--- src/hdl/mrload_pkg.sv ---
package mrld_pkg;
   localparam logic [1:0] SEL_BASE    = 2'h0;
   localparam logic [1:0] SEL_EXT_ONE = 2'h1;
   localparam logic [1:0] SEL_REFRESH = 2'h2;
   localparam int         BL_LSB      = 0;
   localparam int         BT_BIT      = 3;
   localparam int         CL_LSB      = 4;
   localparam int         TM_BIT      = 7;
   localparam int         LR_BIT      = 8;
   localparam int         WR_LSB      = 9;
   localparam int         LD_BIT      = 0;
   localparam int         DS_BIT      = 1;
   localparam int         RT0_BIT     = 2;
   localparam int         AL_LSB      = 3;
   localparam int         RT1_BIT     = 6;
   localparam int         CAL_LSB     = 7;
   localparam int         NDQS_BIT    = 10;
   localparam int         READ_STROBE_COPY_BIT    = 11;
   localparam logic [2:0] BL_FOUR     = 3'h2;
   localparam logic [2:0] BL_EIGHT    = 3'h3;
   localparam logic [2:0] CAL_EXIT    = 3'h0;
   localparam logic [2:0] CAL_DEFAULT = 3'h7;
   localparam logic [2:0] CAL_ADJUST  = 3'h4;
   localparam logic [15:0] CFG_RESET  = 16'h0000;
   localparam int         LOCK_NS     = 1600;
   localparam int         CLK_NS      = 8;
   localparam int         LOCK_CYCLES = LOCK_NS / CLK_NS;
   localparam logic [7:0] LOCK_CNT    = 8'(LOCK_CYCLES);
endpackage : mrld_pkg
--- src/hdl/mrld_cmd_if.sv ---
`timescale 1ns/100ps
interface mrld_cmd_if;
   logic        load;
   logic [1:0]  sel;
   logic [15:0] addr;
   modport dec (output load, output sel, output addr);
   modport reg_side (input load, input sel, input addr);
endinterface : mrld_cmd_if

--- src/hdl/mrld_decode.sv ---
`timescale 1ns/100ps
module mrld_decode
   import mrld_pkg::*;
(
   input  wire logic        cs_n,
   input  wire logic        ras_n,
   input  wire logic        cas_n,
   input  wire logic        we_n,
   input  wire logic [2:0]  array_select,
   input  wire logic [15:0] addr,
   mrld_cmd_if.dec          cmd
);
   // A load is all four strobes low; bit two of the select is reserved.
   assign cmd.load = ~cs_n & ~ras_n & ~cas_n & ~we_n;
   assign cmd.sel  = array_select[1:0];
   assign cmd.addr = addr;
endmodule : mrld_decode

--- src/hdl/mrld_top.sv ---
`timescale 1ns/100ps
module mrld_top
   import mrld_pkg::*;
(
   input  wire logic        mclk,
   input  wire logic        nrst,
   input  wire logic        cs_n,
   input  wire logic        ras_n,
   input  wire logic        cas_n,
   input  wire logic        we_n,
   input  wire logic [2:0]  array_select,
   input  wire logic [15:0] addr,
   input  wire logic        self_refresh,
   output logic [15:0]      base_mode_config,
   output logic [15:0]      extended_config_one,
   output logic [15:0]      refresh_feature_config,
   output logic [3:0]       burst_length,
   output logic             burst_interleave,
   output logic [2:0]       read_latency,
   output logic             test_mode,
   output logic [2:0]       write_recovery,
   output logic             loop_on,
   output logic             loop_reset,
   output logic             loop_locked,
   output logic             reduced_drive,
   output logic [1:0]       termination_control,
   output logic [2:0]       posted_latency,
   output logic [2:0]       driver_calibration,
   output logic             strobe_comp_off,
   output logic             read_strobe_copy,
   output logic             write_mask_on
);
   mrld_cmd_if cmd ();

   mrld_decode u_dec (
      .cs_n         (cs_n),
      .ras_n        (ras_n),
      .cas_n        (cas_n),
      .we_n         (we_n),
      .array_select (array_select),
      .addr         (addr),
      .cmd          (cmd)
   );

   function automatic logic [3:0] mrld_bl_decode(input logic [2:0] code);
      case (code)
         BL_FOUR:  mrld_bl_decode = 4'h4;
         BL_EIGHT: mrld_bl_decode = 4'h8;
         default:  mrld_bl_decode = 4'h0;
      endcase
   endfunction : mrld_bl_decode

   logic [15:0] mr_q, mr_d, e1_q, e1_d, e2_q, e2_d;
   logic        rst_q, rst_d;
   logic [7:0]  lock_q, lock_d;

   // Registers change only on a load addressed to them; array is untouched.
   always_comb begin
      mr_d  = mr_q;
      e1_d  = e1_q;
      e2_d  = e2_q;
      rst_d = 1'b0;
      if (cmd.load) begin
         case (cmd.sel)
            SEL_BASE: begin
               mr_d  = cmd.addr;
               rst_d = cmd.addr[LR_BIT];
            end
            SEL_EXT_ONE: e1_d = cmd.addr;
            SEL_REFRESH: e2_d = cmd.addr;
            default: ;
         endcase
      end
   end

   // Lock counter restarts on loop reset and counts the settling cycles.
   always_comb begin
      lock_d = lock_q;
      if (rst_q || !loop_on) begin
         lock_d = 8'h00;
      end else if (lock_q != LOCK_CNT) begin
         lock_d = lock_q + 8'h01;
      end
   end

   always_ff @(posedge mclk or negedge nrst) begin
      if (!nrst) begin
         mr_q   <= CFG_RESET;
         e1_q   <= CFG_RESET;
         e2_q   <= CFG_RESET;
         rst_q  <= 1'b0;
         lock_q <= 8'h00;
      end else begin
         mr_q   <= mr_d;
         e1_q   <= e1_d;
         e2_q   <= e2_d;
         rst_q  <= rst_d;
         lock_q <= lock_d;
      end
   end

   assign base_mode_config       = mr_q;
   assign extended_config_one    = e1_q;
   assign refresh_feature_config = e2_q;
   assign burst_length     = mrld_bl_decode(mr_q[BL_LSB +: 3]);
   assign burst_interleave = mr_q[BT_BIT];
   assign read_latency     = mr_q[CL_LSB +: 3];
   assign test_mode        = mr_q[TM_BIT];
   assign write_recovery   = mr_q[WR_LSB +: 3];
   assign loop_reset       = rst_q;
   // Enable bit is active low; self refresh forces the loop off.
   assign loop_on          = ~e1_q[LD_BIT] & ~self_refresh;
   assign loop_locked      = loop_on && (lock_q == LOCK_CNT);
   assign reduced_drive    = e1_q[DS_BIT];
   assign termination_control = {e1_q[RT1_BIT], e1_q[RT0_BIT]};
   assign posted_latency   = e1_q[AL_LSB +: 3];
   assign driver_calibration = e1_q[CAL_LSB +: 3];
   assign strobe_comp_off  = e1_q[NDQS_BIT];
   assign read_strobe_copy = e1_q[READ_STROBE_COPY_BIT];
   assign write_mask_on    = ~e1_q[READ_STROBE_COPY_BIT];

   property p_base_load;
      @(posedge mclk) disable iff (!nrst)
      (cmd.load && cmd.sel == SEL_BASE) |=> (mr_q == $past(addr));
   endproperty
   a_base_load: assert property (p_base_load) else $error("base load lost");

   property p_ext_load;
      @(posedge mclk) disable iff (!nrst)
      (cmd.load && cmd.sel == SEL_EXT_ONE) |=> (e1_q == $past(addr));
   endproperty
   a_ext_load: assert property (p_ext_load) else $error("ext one load lost");

   property p_ref_load;
      @(posedge mclk) disable iff (!nrst)
      (cmd.load && cmd.sel == SEL_REFRESH) |=> (e2_q == $past(addr));
   endproperty
   a_ref_load: assert property (p_ref_load) else $error("refresh load lost");

   property p_hold;
      @(posedge mclk) disable iff (!nrst)
      !(cmd.load && cmd.sel == SEL_BASE) |=> $stable(mr_q);
   endproperty
   a_hold: assert property (p_hold) else $error("base changed without load");

   property p_bl;
      @(posedge mclk) disable iff (!nrst)
      (mr_q[2:0] == BL_EIGHT) |-> (burst_length == 4'h8);
   endproperty
   a_bl: assert property (p_bl) else $error("burst length decode wrong");

   property p_rst;
      @(posedge mclk) disable iff (!nrst)
      (cmd.load && cmd.sel == SEL_BASE && addr[LR_BIT]) |=> loop_reset ##1 !loop_reset;
   endproperty
   a_rst: assert property (p_rst) else $error("loop reset pulse wrong");

   property p_sr;
      @(posedge mclk) disable iff (!nrst)
      self_refresh |-> !loop_on && !loop_locked;
   endproperty
   a_sr: assert property (p_sr) else $error("loop on in self refresh");

   property p_mask;
      @(posedge mclk) disable iff (!nrst)
      read_strobe_copy |-> !write_mask_on;
   endproperty
   a_mask: assert property (p_mask) else $error("write mask on with strobe copy");

   property p_al;
      @(posedge mclk) disable iff (!nrst)
      (cmd.load && cmd.sel == SEL_EXT_ONE) |=> (posted_latency == $past(addr[5:3]));
   endproperty
   a_al: assert property (p_al) else $error("posted latency field wrong");

   property p_wr;
      @(posedge mclk) disable iff (!nrst)
      (cmd.load && cmd.sel == SEL_BASE) |=> (write_recovery == $past(addr[11:9]));
   endproperty
   a_wr: assert property (p_wr) else $error("write recovery field wrong");

   property p_hold_e1;
      @(posedge mclk) disable iff (!nrst)
      !(cmd.load && cmd.sel == SEL_EXT_ONE) |=> $stable(e1_q);
   endproperty
   a_hold_e1: assert property (p_hold_e1) else $error("ext one changed without load");

   property p_hold_e2;
      @(posedge mclk) disable iff (!nrst)
      !(cmd.load && cmd.sel == SEL_REFRESH) |=> $stable(e2_q);
   endproperty
   a_hold_e2: assert property (p_hold_e2) else $error("refresh changed without load");

   property p_bl4;
      @(posedge mclk) disable iff (!nrst)
      (mr_q[BL_LSB +: 3] == BL_FOUR) |-> (burst_length == 4'h4);
   endproperty
   a_bl4: assert property (p_bl4) else $error("burst length four decode wrong");

   property p_cl;
      @(posedge mclk) disable iff (!nrst)
      (cmd.load && cmd.sel == SEL_BASE) |=> (read_latency == $past(addr[CL_LSB +: 3]));
   endproperty
   a_cl: assert property (p_cl) else $error("read latency field wrong");

   property p_bt;
      @(posedge mclk) disable iff (!nrst)
      (cmd.load && cmd.sel == SEL_BASE) |=> (burst_interleave == $past(addr[BT_BIT]));
   endproperty
   a_bt: assert property (p_bt) else $error("burst type field wrong");

   property p_cal;
      @(posedge mclk) disable iff (!nrst)
      (cmd.load && cmd.sel == SEL_EXT_ONE) |=> (driver_calibration == $past(addr[CAL_LSB +: 3]));
   endproperty
   a_cal: assert property (p_cal) else $error("calibration field wrong");

   property p_read_strobe_copy;
      @(posedge mclk) disable iff (!nrst)
      (cmd.load && cmd.sel == SEL_EXT_ONE) |=> (write_mask_on == !$past(addr[READ_STROBE_COPY_BIT]));
   endproperty
   a_read_strobe_copy: assert property (p_read_strobe_copy) else $error("write mask follows strobe copy wrongly");

   property p_relock;
      @(posedge mclk) disable iff (!nrst)
      loop_reset |=> !loop_locked;
   endproperty
   a_relock: assert property (p_relock) else $error("loop locked right after reset");

   property p_loop_off;
      @(posedge mclk) disable iff (!nrst)
      e1_q[LD_BIT] |-> !loop_on;
   endproperty
   a_loop_off: assert property (p_loop_off) else $error("loop on while disabled");
endmodule : mrld_top

--- config.mk ---
export PLATFORM = sky130hd
export DESIGN_NAME = mrld_top
export DESIGN_NICKNAME = d
export VERILOG_FILES = /design/src/hdl/mrload_pkg.sv /design/src/hdl/mrld_cmd_if.sv /design/src/hdl/mrld_decode.sv /design/src/hdl/mrld_top.sv
export SDC_FILE = /design/constraint.sdc
export NUM_CORES = 1
export LEC_CHECK = 0
export ABC_AREA = 1
export BUFFER_PORTS_ARGS = -buffer_cell sky130_fd_sc_hd__buf_2
export CORE_AREA = 2 2 83 69
export DETAILED_ROUTE_END_ITERATION = 10
export DIE_AREA = 0 0 85 71
export GPL_TIMING_DRIVEN = 1
export HOLD_SLACK_MARGIN = 0.06
export PLACE_DENSITY = 0.85
export SLEW_MARGIN = 20
export SYNTH_ARGS = -nofsm -noshare
export SYNTH_HDL_FRONTEND = slang
export SYNTH_SLANG_ARGS = --single-unit
--- constraint.sdc ---
create_clock -name mclk -period 1.65 [get_ports mclk]
set_input_delay 0.165 -clock mclk [delete_from_list [all_inputs] [get_ports mclk]]
set_output_delay 0.165 -clock mclk [all_outputs]
set_load 0.01 [all_outputs]
* Word level (Yosys, flattened, before mapping) *
Cells that the tools add are included.

storage, ports and cells
  flip-flop bits (word level) = 57

cells by class
  $add $sub $neg = 1
  eq/ne operators = 6
  mux-type cells = 5
  bitwise gates (word level) = 11
  reduce and logical (&&, ||, !) cells = 8

operators by type and width
  cell                                           number
  2-to-1 mux 8 bit                               2
  adder 8 x 1 -> 8 bit, second input constant    1
  == test 8 bit, second input constant           1
  inequality test 8 bit, second input constant   1
  one-hot mux 4 bit (2 select lines)             1
  inverter 1 bit                                 7
  == test 3 x 2 -> 1 bit, second input constant  2
  AND reduction 2 bit                            3
  bitwise AND 1 bit                              4
  == test 2 x 1 -> 1 bit, second input constant  1
  == test 2 bit, second input constant           1
  zero test 2 bit                                1
  2-to-1 mux 1 bit                               2
  nonzero test 2 bit                             1
  logical AND 1 bit                              1
  zero test 1 bit                                1
  logical OR 1 bit                               1

* Longest topological paths before layout *
Gate-level depths: netlist of run 1.

  depth in word-level cells = 5
  gate-level depth with buffers = 7
  depth with buffers taken out = 7

* Cells and area by module *
Synthesis of run 1 repeated with hierarchy kept, for this count alone.

second synthesis, totals
  cell total of the unflattened synthesis = 294
  area total of the unflattened synthesis = 2602.5 µm²

modules (own cells, without submodules)
  module       instances  cells each  area each (µm²)
  mrld_top     1          269         2441.1
  mrld_decode  1          25          161.4

* Worst setup path after synthesis of run 1 *
OpenSTA, ideal clock, no wires.

  path type = reg-to-output
  start = register lock_q[0]
  end = output port loop_locked
  data arrival time = 1102 ps
  data required time = 1485 ps
  path slack = 383 ps
  stages on the path, launching flop included = 7
  buffers on the path = 0
  path through = dfrtp_1 -> inv_1 -> ha_1 -> nand3_1 -> inv_1 -> nand2_1 -> nor3_1

between the ends
  longest elaborated chain between the ends = 2

RTL lines
  item                    RTL line         RTL
  start, declared         mrld_top.sv:55   logic [7:0] lock_q, lock_d;
  start signal, assigned  mrld_top.sv:98   lock_q <= lock_d;
  == test 8 bit           mrld_top.sv:113  assign loop_locked = loop_on && (lock_q == LOCK_CNT);
  logical AND 1 bit       mrld_top.sv:113
  end, declared           mrld_top.sv:24   output logic loop_locked,

Every way passes these cells.

* Worst setup path after layout of run 1 *
Same ends and word-level chain as after synthesis.

==> summary.md, run 1 <==
| Metric | Value |
|---|---|
| Status | `complete, no violations` |
| Total GRT Usage | `0.187` |
| Post-synthesis cell count | `between 200 and 300` |
| GP Congestion | `0.814` |
| Num CTS Buffers | `9` |
| Async set or reset register ratio after synthesis | `1.00` |
| Non-filler cells, final | `about 430` |
| Cell accounting for the most synthesized area | `dfrtp_1` |
| Synth Area in Adders | `0.00925` |
| Distinct cells, synth | `19` |
| 1st-iter DRT viols | `141` |
| Leakage | `1.84 nW` |
| F_max | `608 MHz` |
| Core Area | `approximately 0.0053 mm2` |
| Post-route ant nets | `0` |
| Pre-CTS WS | `roughly 0.29 ns` |
| Final period utilization | `0.997` |
| Layout Nets | `389` |
| Area grow syn2layout | `23.0%` |
| Final hold viol count | `0` |
| Fin area | `approximately 0.0033 mm2` |
| Pre-antenna DRT Iters | `4` |
| Post-synth EDFFs | `0` |
| DR vias | `2083` |
| Top-area cell type share of the netlist area | `0.527` |
| Worst Hold Launch | `addr[7]` |
| Total negative setup slack | `0 ns` |
| WL/cell | `around 13 um` |
| Top cells by area, synth | `dfrtp_1 53%, o21ai_2 12%, nand2_1 8.9%` |
| Number of H-tree levels | `3` |
| CP Class | `reg2out` |
| YS warnings | `0` |
| Most numerous cell in the Yosys netlist | `nand2_1` |
| Synth Area in Compound Gates | `0.146` |
| Port buffer count | `97` |
| Initial antenna violation count | `0` |
| Initial Util | `0.515` |
| CTS sink cnt | `57` |
| WP data required | `approximately 1.5 ns` |
| Worst-path clk slew | `0.06 ns` |
| Skew final | `0.00260 ns` |
| Number of global-route vias before repair | `1889` |
| Final setup vio count | `0` |
| Max-Cap Viols | `0` |
| RSZ-0062 raised after global routing | `true` |
| DRT Wirelength | `between 5000 and 6000 um` |
| Final min period | `1.64 ns` |
| CP arrival | `between 1 and 1.5 ns` |
| Synth Area in XOR/XNOR | `0` |
| Largest family of logic cells by synthesized area | `simple AND/OR/NAND/NOR gates` |
| Die area | `0.00604 mm2` |
| Clk buf depth | `2` |
| Vias/cell | `4.83` |
| Mux cell area share after synthesis | `0` |
| Critical Path Start | `lock_q[0]` |
| DP HPWL | `3710 um` |
| Syn Area/Cell | `9.84 um2` |
| Antenna cell count | `0` |
| Mapped Area | `0.00271 mm2` |
| Setup ws final | `0.00546 ns` |
| Pin count of the biggest net entering global routing | `39` |
| Placement Rows | `24` |
| Ys flop type | `dfrtp_1` |
| Dpl cells | `410` |
| Hold crit path type | `in2reg` |
| Sequential-to-total area share from yosys stat | `0.527` |
| CP max FO | `3` |
| Io pins | `101` |
| Final core occ | `0.634` |
| Layout cell share with drive strength beyond 1 | `0.475` |
| Worst setup EP type | `output port` |
| Clock network latency to the later pin of the worst-skew pair | `between 0.3 and 0.4 ns` |
| #FFs+latches synth | `57` |
| Startpoint Class | `register` |
| Power Dens Cells | `roughly 1200 mW/mm2` |
| R2R Path Start | `lock_q[0]` |
| Total global routing overflow | `0` |
| Final Slew Violations | `0` |
| Area post-placement | `0.00305 mm2` |
| DRC viols | `0` |
| Max VDD drop | `0.798 mV` |
| First-pass GRT wire length | `8750 um` |
| Overall die height | `71 um` |
| DIE WIDTH | `85 um` |
| Root buffer cell | `clkbuf_8` |
| Post-Synth Simple-Gate Area | `0.180` |
| Post-synth top cells | `64 x nand2_1, 57 x dfrtp_1, 36 x o21ai_2` |
| CTS tree | `yes` |
[registers in the layout, summed over array words and instances (netlist names)]
name                    cells
base_mode_config           16
extended_config_one        16
refresh_feature_config     16
lock_q                      8
loop_reset                  1
[layout make-up]
class,count,area [um2]
sequential,57,1430
clock buffer,10,128
inverter,29,109
tap,65,81.3
multi-input combinational,160,948
timing repair buffer,104,553
fill,422,1930
clock inverter,6,82.6
[report_power, final]
part           total, W  internal (W)  switching, W
sequential      0.00178       0.00162      0.000152
combinational  0.000950      0.000418      0.000532
clock           0.00137      0.000841      0.000534
total           0.00410       0.00288       0.00122
[layout by cell type, fill, tap and decap left out, drive strengths merged]
cell type    instances
clkinvlp             1
nand3               12
nor2                22
dlygate4sd3          1
clkbuf              10
nor3                 2
nor3b                1
bufinv               2
a21oi                3
conb                 2
o21ai               49
dfrtp               57
buf                103
inv                 29
clkinv               3
nand2               67
ha                   2
[metal layers]
metal	wire length, um	part of all wire	global-route usage	vias up
met5	0	0	0	-
met4	124	0.022	0.0882	0
met3	336	0.061	0.0758	18
met2	2770	0.50	0.294	77
met1	2320	0.42	0.226	971
li1	-	-	-	1017
[worst max-delay path, cell delays in order (launching register included)]
cell     delay (ns)
dfrtp_1        0.39
inv_2          0.10
ha_4           0.13
nand3_2        0.08
inv_2          0.09
nand2_4        0.06
nor3_2         0.16
buf_2          0.15
[stage by stage]
step | total power (W) | hold slack (ns)
after floorplan | 0.00241 | -0.131
after global placement | 0.00270 | 0.151
after detailed placement | 0.00274 | 0.148
after CTS | 0.00414 | 0.104
after global routing | 0.00433 | 0.117
final | 0.00410 | 0.115
[repair_timing]
item	CTS	global route
hold buffers	1	0
buffers inserted	2	2
pin swaps	0	3
resized for setup	2	9
endpoints found under the hold margin	19	0
setup endpoints to repair	1	1
[path summary, 6_finish.rpt]
| check | end | slack (ns) | cells past startpoint |
|---|---|---|---|
| setup / recovery | loop_locked | 0.005 | 7 |
| setup reg to reg | lock_q[0] | 0.40 | 7 |
| min in group asynchronous | refresh_feature_config[10] | 0.32 | 2 |
| hold reg to reg | base_mode_config[8] | 0.48 | 2 |
| hold / removal | base_mode_config[7] | 0.12 | 3 |
| max in group asynchronous | lock_q[5] | 0.77 | 3 |
[cell families (layout without fill, tap and decap cells)]
| logic type | Yosys count | count (layout) |
|---|---|---|
| other cells | 1 | 2 |
| buf+inv | 59 | 149 |
| compound gates | 52 | 52 |
| simple gates | 104 | 104 |
| flops | 57 | 57 |
| fa+ha+maj | 2 | 2 |
No activity file was read; power rests on OpenSTA's default activity.
==> run 2: changes to the inputs <==
--- a/config.mk
+++ b/config.mk
@@ -6,13 +6,15 @@
 export NUM_CORES = 1
 export LEC_CHECK = 0
 export ABC_AREA = 1
-export BUFFER_PORTS_ARGS = -buffer_cell sky130_fd_sc_hd__buf_2
-export CORE_AREA = 2 2 83 69
+export CELL_PAD_IN_SITES_DETAIL_PLACEMENT = 1
+export CELL_PAD_IN_SITES_GLOBAL_PLACEMENT = 1
+export CORE_AREA = 2 2 86 71
 export DETAILED_ROUTE_END_ITERATION = 10
-export DIE_AREA = 0 0 85 71
+export DIE_AREA = 0 0 88 73
+export DONT_BUFFER_PORTS = 1
 export GPL_TIMING_DRIVEN = 1
 export HOLD_SLACK_MARGIN = 0.06
-export PLACE_DENSITY = 0.85
+export PLACE_DENSITY = 0.83
 export SLEW_MARGIN = 20
 export SYNTH_ARGS = -nofsm -noshare
 export SYNTH_HDL_FRONTEND = slang
==> run 2 against run 1 <==
Compared with the run above:
- combinational power fell by 51%
- hold slack got worse by 0.044 ns
- cell area decreased by 11%
- flip-flop and latch count unchanged
- clock-buffer cell count rose by 2
- largest power group unchanged
==> summary.md, run 2 (synthesis results as in run 1) <==
| Metric | Value |
|---|---|
| Commonest non-fill, non-tap cell in the layout | `nand2_1` |
| Max VDD drop | `0.590 mV (-26%)` |
| Status | `complete, no violations` |
| Reg2reg path depth | `8 (+1)` |
| Crit path largest cell delay | `0.39 ns (about the same)` |
| Flop2flop setup slack | `0.29 ns (-0.11 ns)` |
| Worst-path clk slew | `0.06 ns (about the same)` |
| First-pass GRT wire length | `8760 um (+0.16%)` |
| FILL cells | `643 (+52%)` |
| Crit path buf inv count | `2 (-1)` |
| Hold crit path type | `in2reg` |
| Pre-antenna DRT Iters | `4 (unchanged)` |
| Final Slew Violations | `0 (unchanged)` |
| Hold Slack | `0.0711 ns (-0.0444 ns)` |
| Pre-CTS WS | `0.249 ns (-0.0380 ns)` |
| Area grow syn2layout | `9.80%` |
| Overall die height | `73 um (+2.8%)` |
| Total GRT Usage | `0.185 (-0.00267)` |
| Startpoint Class | `register` |
| Max-Cap Viols | `0 (unchanged)` |
| Clock network latency to the later pin of the worst-skew pair | `0.33 ns (about the same)` |
| Core Area | `0.00566 mm2 (+7.7%)` |
| Slew HR | `0.650` |
| DRC viols | `0 (unchanged)` |
| Final min period | `1.54 ns (-0.104 ns)` |
| Post-Route M1 WL | `2370 um (+2.1%)` |
| CP Class | `reg2out` |
| Top Metal Used | `met4` |
| Routed wl met3 | `399 um (+19%)` |
| Number of H-tree levels | `3 (unchanged)` |
| Placement Rows | `25 (+4.2%)` |
| Antenna cell count | `0 (unchanged)` |
| Min-Delay Endpoint | `extended_config_one[15]` |
| Total global routing overflow | `0 (unchanged)` |
| Storage cell area | `0.00143 mm2 (about the same)` |
| Worst-Margin Slew | `0.525 ns` |
| DRT Wirelength | `5630 um (+1.5%)` |
| Io pins | `101 (unchanged)` |
| Dpl cells | `327 (-20%)` |
| DR vias | `1799 (-14%)` |
| Post-route ant nets | `0 (unchanged)` |
| 1st-iter DRT viols | `74 (-48%)` |
| Root buffer cell | `clkbuf_8` |
| Clk buf depth | `2 (unchanged)` |
| Worst Hold Launch | `addr[15]` |
| Cells on Worst Hold Path | `2 (-1)` |
| R2R Path Start | `lock_q[0]` |
| F_max | `649 MHz (+6.7%)` |
| Critical R2R Capture | `lock_q[4]` |
| CP arrival | `1.38 ns (-0.10 ns)` |
| CTS tree | `yes` |
| Slowest cell on the critical path | `dfrtp_1` |
| Leakage | `1.44 nW (-22%)` |
| WL/cell | `15.6 um (+21%)` |
| Layout Nets | `305 (-22%)` |
| Worst setup EP type | `output port` |
| Most frequent cells in the layout | `63 x nand2_1, 57 x dfrtp_1, 36 x o21ai_2` |
| Total negative setup slack | `0 ns (unchanged)` |
| DIE WIDTH | `88 um (+3.5%)` |
| Initial Util | `0.478 (-0.0370)` |
| Final setup vio count | `0 (unchanged)` |
| DP HPWL | `3520 um (-5.1%)` |
| Layout cell share with drive strength beyond 1 | `0.242 (-0.233)` |
| Die area | `0.00642 mm2 (+6.4%)` |
| WL met2 | `2810 um (+1.4%)` |
| Setup ws final | `0.109 ns (+0.104 ns)` |
| Worst-path cell chain | `inv_2 -> ha_1 -> nand3_1 -> inv_1 -> nand2_2 -> nor3_4` |
| CP max FO | `4 (+1)` |
| Port buffer count | `0 (-100%)` |
| Skew final | `0.00478 ns (+0.00218 ns)` |
| Pin count of the biggest net entering global routing | `58 (+49%)` |
| Area of the multi-input gates | `930 um2 (-2.0%)` |
| Critical path's top delay family | `flip-flops` |
| Num CTS Buffers | `9 (unchanged)` |
| WP data required | `1.48 ns (about the same)` |
| Non-filler cells, final | `362 (-16%)` |
| Final hold viol count | `0 (unchanged)` |
| Final period utilization | `0.934 (-0.0628)` |
| CTS sink cnt | `57 (unchanged)` |
| Number of global-route vias before repair | `1787 (-5.4%)` |
| Power Dens Cells | `1260 mW/mm2 (+2.2%)` |
| GP Congestion | `0.806 (-1.0%)` |
| Initial antenna violation count | `0 (unchanged)` |
| Vias/cell | `4.97 (+2.8%)` |
-- run 2: changes by cell type in the layout (fill, tap and decap cells not counted), moves of 2 or more --
cell,change
buf_2,-97
buf_4,-2
clkbuf_8,+2
dlygate4sd3_1,+15
inv_1,+2
inv_2,-2
-- run 2: area by class of cell --
type                    instances  area share
clock buffers                  12      0.0522
clock inverters                 3      0.0135
inverters                      29      0.0366
multi-input cells             160       0.313
flip-flops and latches         57       0.480
well taps                      81      0.0341
repair buffers                 20      0.0707
-- run 2: how the worst max path moves through the flow --
| stage | from | end | slack, ns | cells after the start |
|---|---|---|---|---|
| 2_1_floorplan | lock_q[0] | loop_locked | 0.38 | 6 |
| 3_3_place_gp | lock_q[0] | loop_locked | 0.30 | 6 |
| 3_5_place_dp | lock_q[0] | loop_locked | 0.25 | 6 |
| 4_1_cts | lock_q[1] | loop_locked | 0.008 | 6 |
| 5_1_grt | lock_q[1] | loop_locked | -0.001 | 6 |
| 6_report | lock_q[0] | loop_locked | 0.11 | 6 |
-- run 2: what timing repair did --
| item | CTS | global route |
|---|---|---|
| resized for setup | 4 | 0 |
| hold endpoints to repair | 103 | 0 |
| pin swaps | 1 | 1 |
| hold buffers | 17 | 0 |
| buffers inserted | 1 | 2 |
| endpoints found under the setup margin | 1 | 1 |
-- run 2: power by group --
group          leakage, nW  switching, W  total (W)  internal (W)
Clock                0.102      0.000515    0.00128      0.000766
Sequential           0.746      0.000364    0.00199       0.00162
Combinational        0.589      0.000262   0.000470      0.000209
-- run 2: stage by stage --
stage               utilization  power, W  instance area [um2]
finish                    0.525   0.00374                 2970
global route              0.525   0.00396                 2970
CTS                       0.522   0.00378                 2960
detailed placement        0.451   0.00240                 2550
global placement          0.451   0.00237                 2550
floorplan                     -   0.00241                 2710
-- run 2: routing by layer --
metal	up-vias	global-route usage
li1	855	-
met1	881	0.218
met2	58	0.296
met3	5	0.0860
met4	0	0.0667
met5	-	0
==> run 3: changes to the inputs <==
--- a/config.mk
+++ b/config.mk
@@ -6,15 +6,16 @@
 export NUM_CORES = 1
 export LEC_CHECK = 0
 export ABC_AREA = 1
+export CAP_MARGIN = 15
 export CELL_PAD_IN_SITES_DETAIL_PLACEMENT = 1
 export CELL_PAD_IN_SITES_GLOBAL_PLACEMENT = 1
-export CORE_AREA = 2 2 86 71
+export CORE_AREA = 2 2 71 86
 export DETAILED_ROUTE_END_ITERATION = 10
-export DIE_AREA = 0 0 88 73
+export DIE_AREA = 0 0 73 88
 export DONT_BUFFER_PORTS = 1
 export GPL_TIMING_DRIVEN = 1
 export HOLD_SLACK_MARGIN = 0.06
-export PLACE_DENSITY = 0.83
+export PLACE_DENSITY = 0.82
 export SLEW_MARGIN = 20
 export SYNTH_ARGS = -nofsm -noshare
 export SYNTH_HDL_FRONTEND = slang
==> run 3 against run 2 <==
Compared with the run above:
- final cell count is 4.4% lower
- register-to-register slack better by 0.08 ns
- first-iteration DRC count stayed put
- combinational power is 3% higher
- sequential power hardly changed
- sequential share of layout area is 0.22 points lower
- core utilization is 0.89 points higher
- setup slack worse by 0.0035 ns
- non-clock buffer count stayed put
==> summary.md, run 3 (synthesis results as in run 1) <==
| Metric | Value |
|---|---|
| Initial Util | `0.484 (+0.00588)` |
| Final period utilization | `0.936 (+0.00213)` |
| Final hold viol count | `0 (unchanged)` |
| CP Class | `reg2out` |
| Fin area | `0.00299 mm2 (+0.46%)` |
| Port buffer count | `0 (unchanged)` |
| Final setup vio count | `0 (unchanged)` |
| Clk buf depth | `2 (unchanged)` |
| CTS sink cnt | `57 (unchanged)` |
| Max-Cap Viols | `0 (unchanged)` |
| Leakage | `1.44 nW (+0.46%)` |
| DIE WIDTH | `73 um (-17%)` |
| Overall die height | `88 um (+21%)` |
| Storage cell area | `0.00143 mm2 (unchanged)` |
| Slowest cell on the critical path | `dfrtp_1` |
| WP data required | `1.48 ns (about the same)` |
| First-pass GRT wire length | `9400 um (+7.2%)` |
| GP Congestion | `0.723 (-10%)` |
| FILL cells | `608 (-5.4%)` |
| Power Dens Cells | `1320 mW/mm2 (+5.0%)` |
| CP arrival | `1.38 ns (about the same)` |
| Number of H-tree levels | `3 (unchanged)` |
| Pre-antenna DRT Iters | `4 (unchanged)` |
| Worst setup EP type | `output port` |
| Final min period | `1.54 ns (+0.00352 ns)` |
| CP max FO | `5 (+1)` |
| Hold crit path type | `in2reg` |
| Tot Pwr | `0.00394 W (+5.5%)` |
| Area grow syn2layout | `10.3%` |
| 1st-iter DRT viols | `74 (unchanged)` |
| Number of global-route vias before repair | `1904 (+6.5%)` |
| Layout cell share with drive strength beyond 1 | `0.245 (+0.00269)` |
| Worst-path clk slew | `0.06 ns (about the same)` |
| Worst-path cell chain | `inv_1 -> nand2_1 -> nor2_1 -> nand2_2 -> nor3_4` |
| Layout Nets | `305 (unchanged)` |
| F_max | `647 MHz (-0.23%)` |
| Critical path's top delay family | `simple AND/OR/NAND/NOR gates` |
| Worst-Margin Slew | `0.513 ns (-0.0119 ns)` |
| Most frequent cells in the layout | `63 x nand2_1, 57 x dfrtp_1, 36 x o21ai_2` |
| Placement Rows | `30 (+20%)` |
| Skew final | `0.00623 ns (+0.00144 ns)` |
| DP HPWL | `3880 um (+10%)` |
| Area of the multi-input gates | `930 um2 (unchanged)` |
| Io pins | `101 (unchanged)` |
| Total negative setup slack | `0 ns (unchanged)` |
| WL/cell | `16.9 um (+8.8%)` |
| Num CTS Buffers | `9 (unchanged)` |
| Core Area | `0.00559 mm2 (-1.2%)` |
| Antenna cell count | `0 (unchanged)` |
| Root buffer cell | `clkbuf_8` |
| Total global routing overflow | `0 (unchanged)` |
| Pin count of the biggest net entering global routing | `58 (unchanged)` |
| Slew HR | `0.658 (+0.00794)` |
| Status | `complete, no violations` |
| RSZ-0062 raised after global routing | `false` |
| CTS tree | `yes` |
| Initial antenna violation count | `0 (unchanged)` |
| Vias/cell | `5.25 (+5.7%)` |
| Crit path largest cell delay | `0.44 ns (+0.05 ns)` |
| DRT Wirelength | `5860 um (+4.0%)` |
| DRC viols | `0 (unchanged)` |
| Total GRT Usage | `0.195 (+0.0106)` |
| Crit path buf inv count | `1 (-1)` |
| Clock network latency to the later pin of the worst-skew pair | `0.32 ns (about the same)` |
| Max VDD drop | `0.596 mV (+1.0%)` |
| Post-route ant nets | `0 (unchanged)` |
| DR vias | `1817 (+1.0%)` |
| Startpoint Class | `register` |
| Die area | `0.00642 mm2 (unchanged)` |
| Final Slew Violations | `0 (unchanged)` |
| Area post-placement | `0.00254 mm2 (-0.54%)` |
| Commonest non-fill, non-tap cell in the layout | `nand2_1` |
run 3: routing by layer:
layer,share of wire,track usage,vias to the layer above
met3,0.042,0.0575,5
met5,0,0,-
li1,-,-,859
met2,0.55,0.335,49
met4,0.0097,0.0741,0
met1,0.40,0.229,904
run 3: cell type report:
class	count	area share
sequential	57	0.478
multi-input combinational	160	0.311
timing repair buffer	20	0.0704
clock buffer	12	0.0520
inverter	29	0.0365
tap	64	0.0268
clock inverter	4	0.0251
run 3: where the power goes:
part | switching [W] | total, W | internal (W)
registers | 0.000364 | 0.00199 | 0.00162
logic | 0.000274 | 0.000485 | 0.000211
clock network | 0.000539 | 0.00147 | 0.000933
run 3: path summary, 6_finish.rpt:
check	from	end	slack (ns)	depth (start not counted)
max	lock_q[4]	loop_locked	0.11	5
min in group asynchronous	nrst	base_mode_config[13]	0.37	2
min	addr[0]	refresh_feature_config[0]	0.07	2
max in group asynchronous	nrst	base_mode_config[15]	1.04	2
max reg2reg	lock_q[0]	lock_q[6]	0.37	7
min reg2reg	base_mode_config[8]	base_mode_config[8]	0.55	2
run 3: worst register-to-register path, stage by stage, from the launching register on:
cell and delay, ns:
dfrtp_1 0.39, buf_4 0.15, ha_1 0.23, nand2_1 0.08, inv_1 0.06, nand3_1 0.07
nand2_1 0.08, a21oi_1 0.16
run 3: per-stage QoR:
stage	utilization	setup WS, ns	cells	hold slack [ns]
floorplan	-	0.383	276	-0.131
global placement	0.454	0.306	311	-0.129
global route	0.534	0.00453	346	0.0761
finish	0.534	0.106	346	0.0734
detailed placement	0.454	0.256	311	-0.130
CTS	0.534	0.0186	346	0.0623
run 3: repair_timing:
action	CTS	global route
endpoints found under the hold margin	99	0
pin swaps	1	1
resized for setup	3	1
buffers inserted	2	0
hold buffers	17	0
endpoints found under the setup margin	1	1
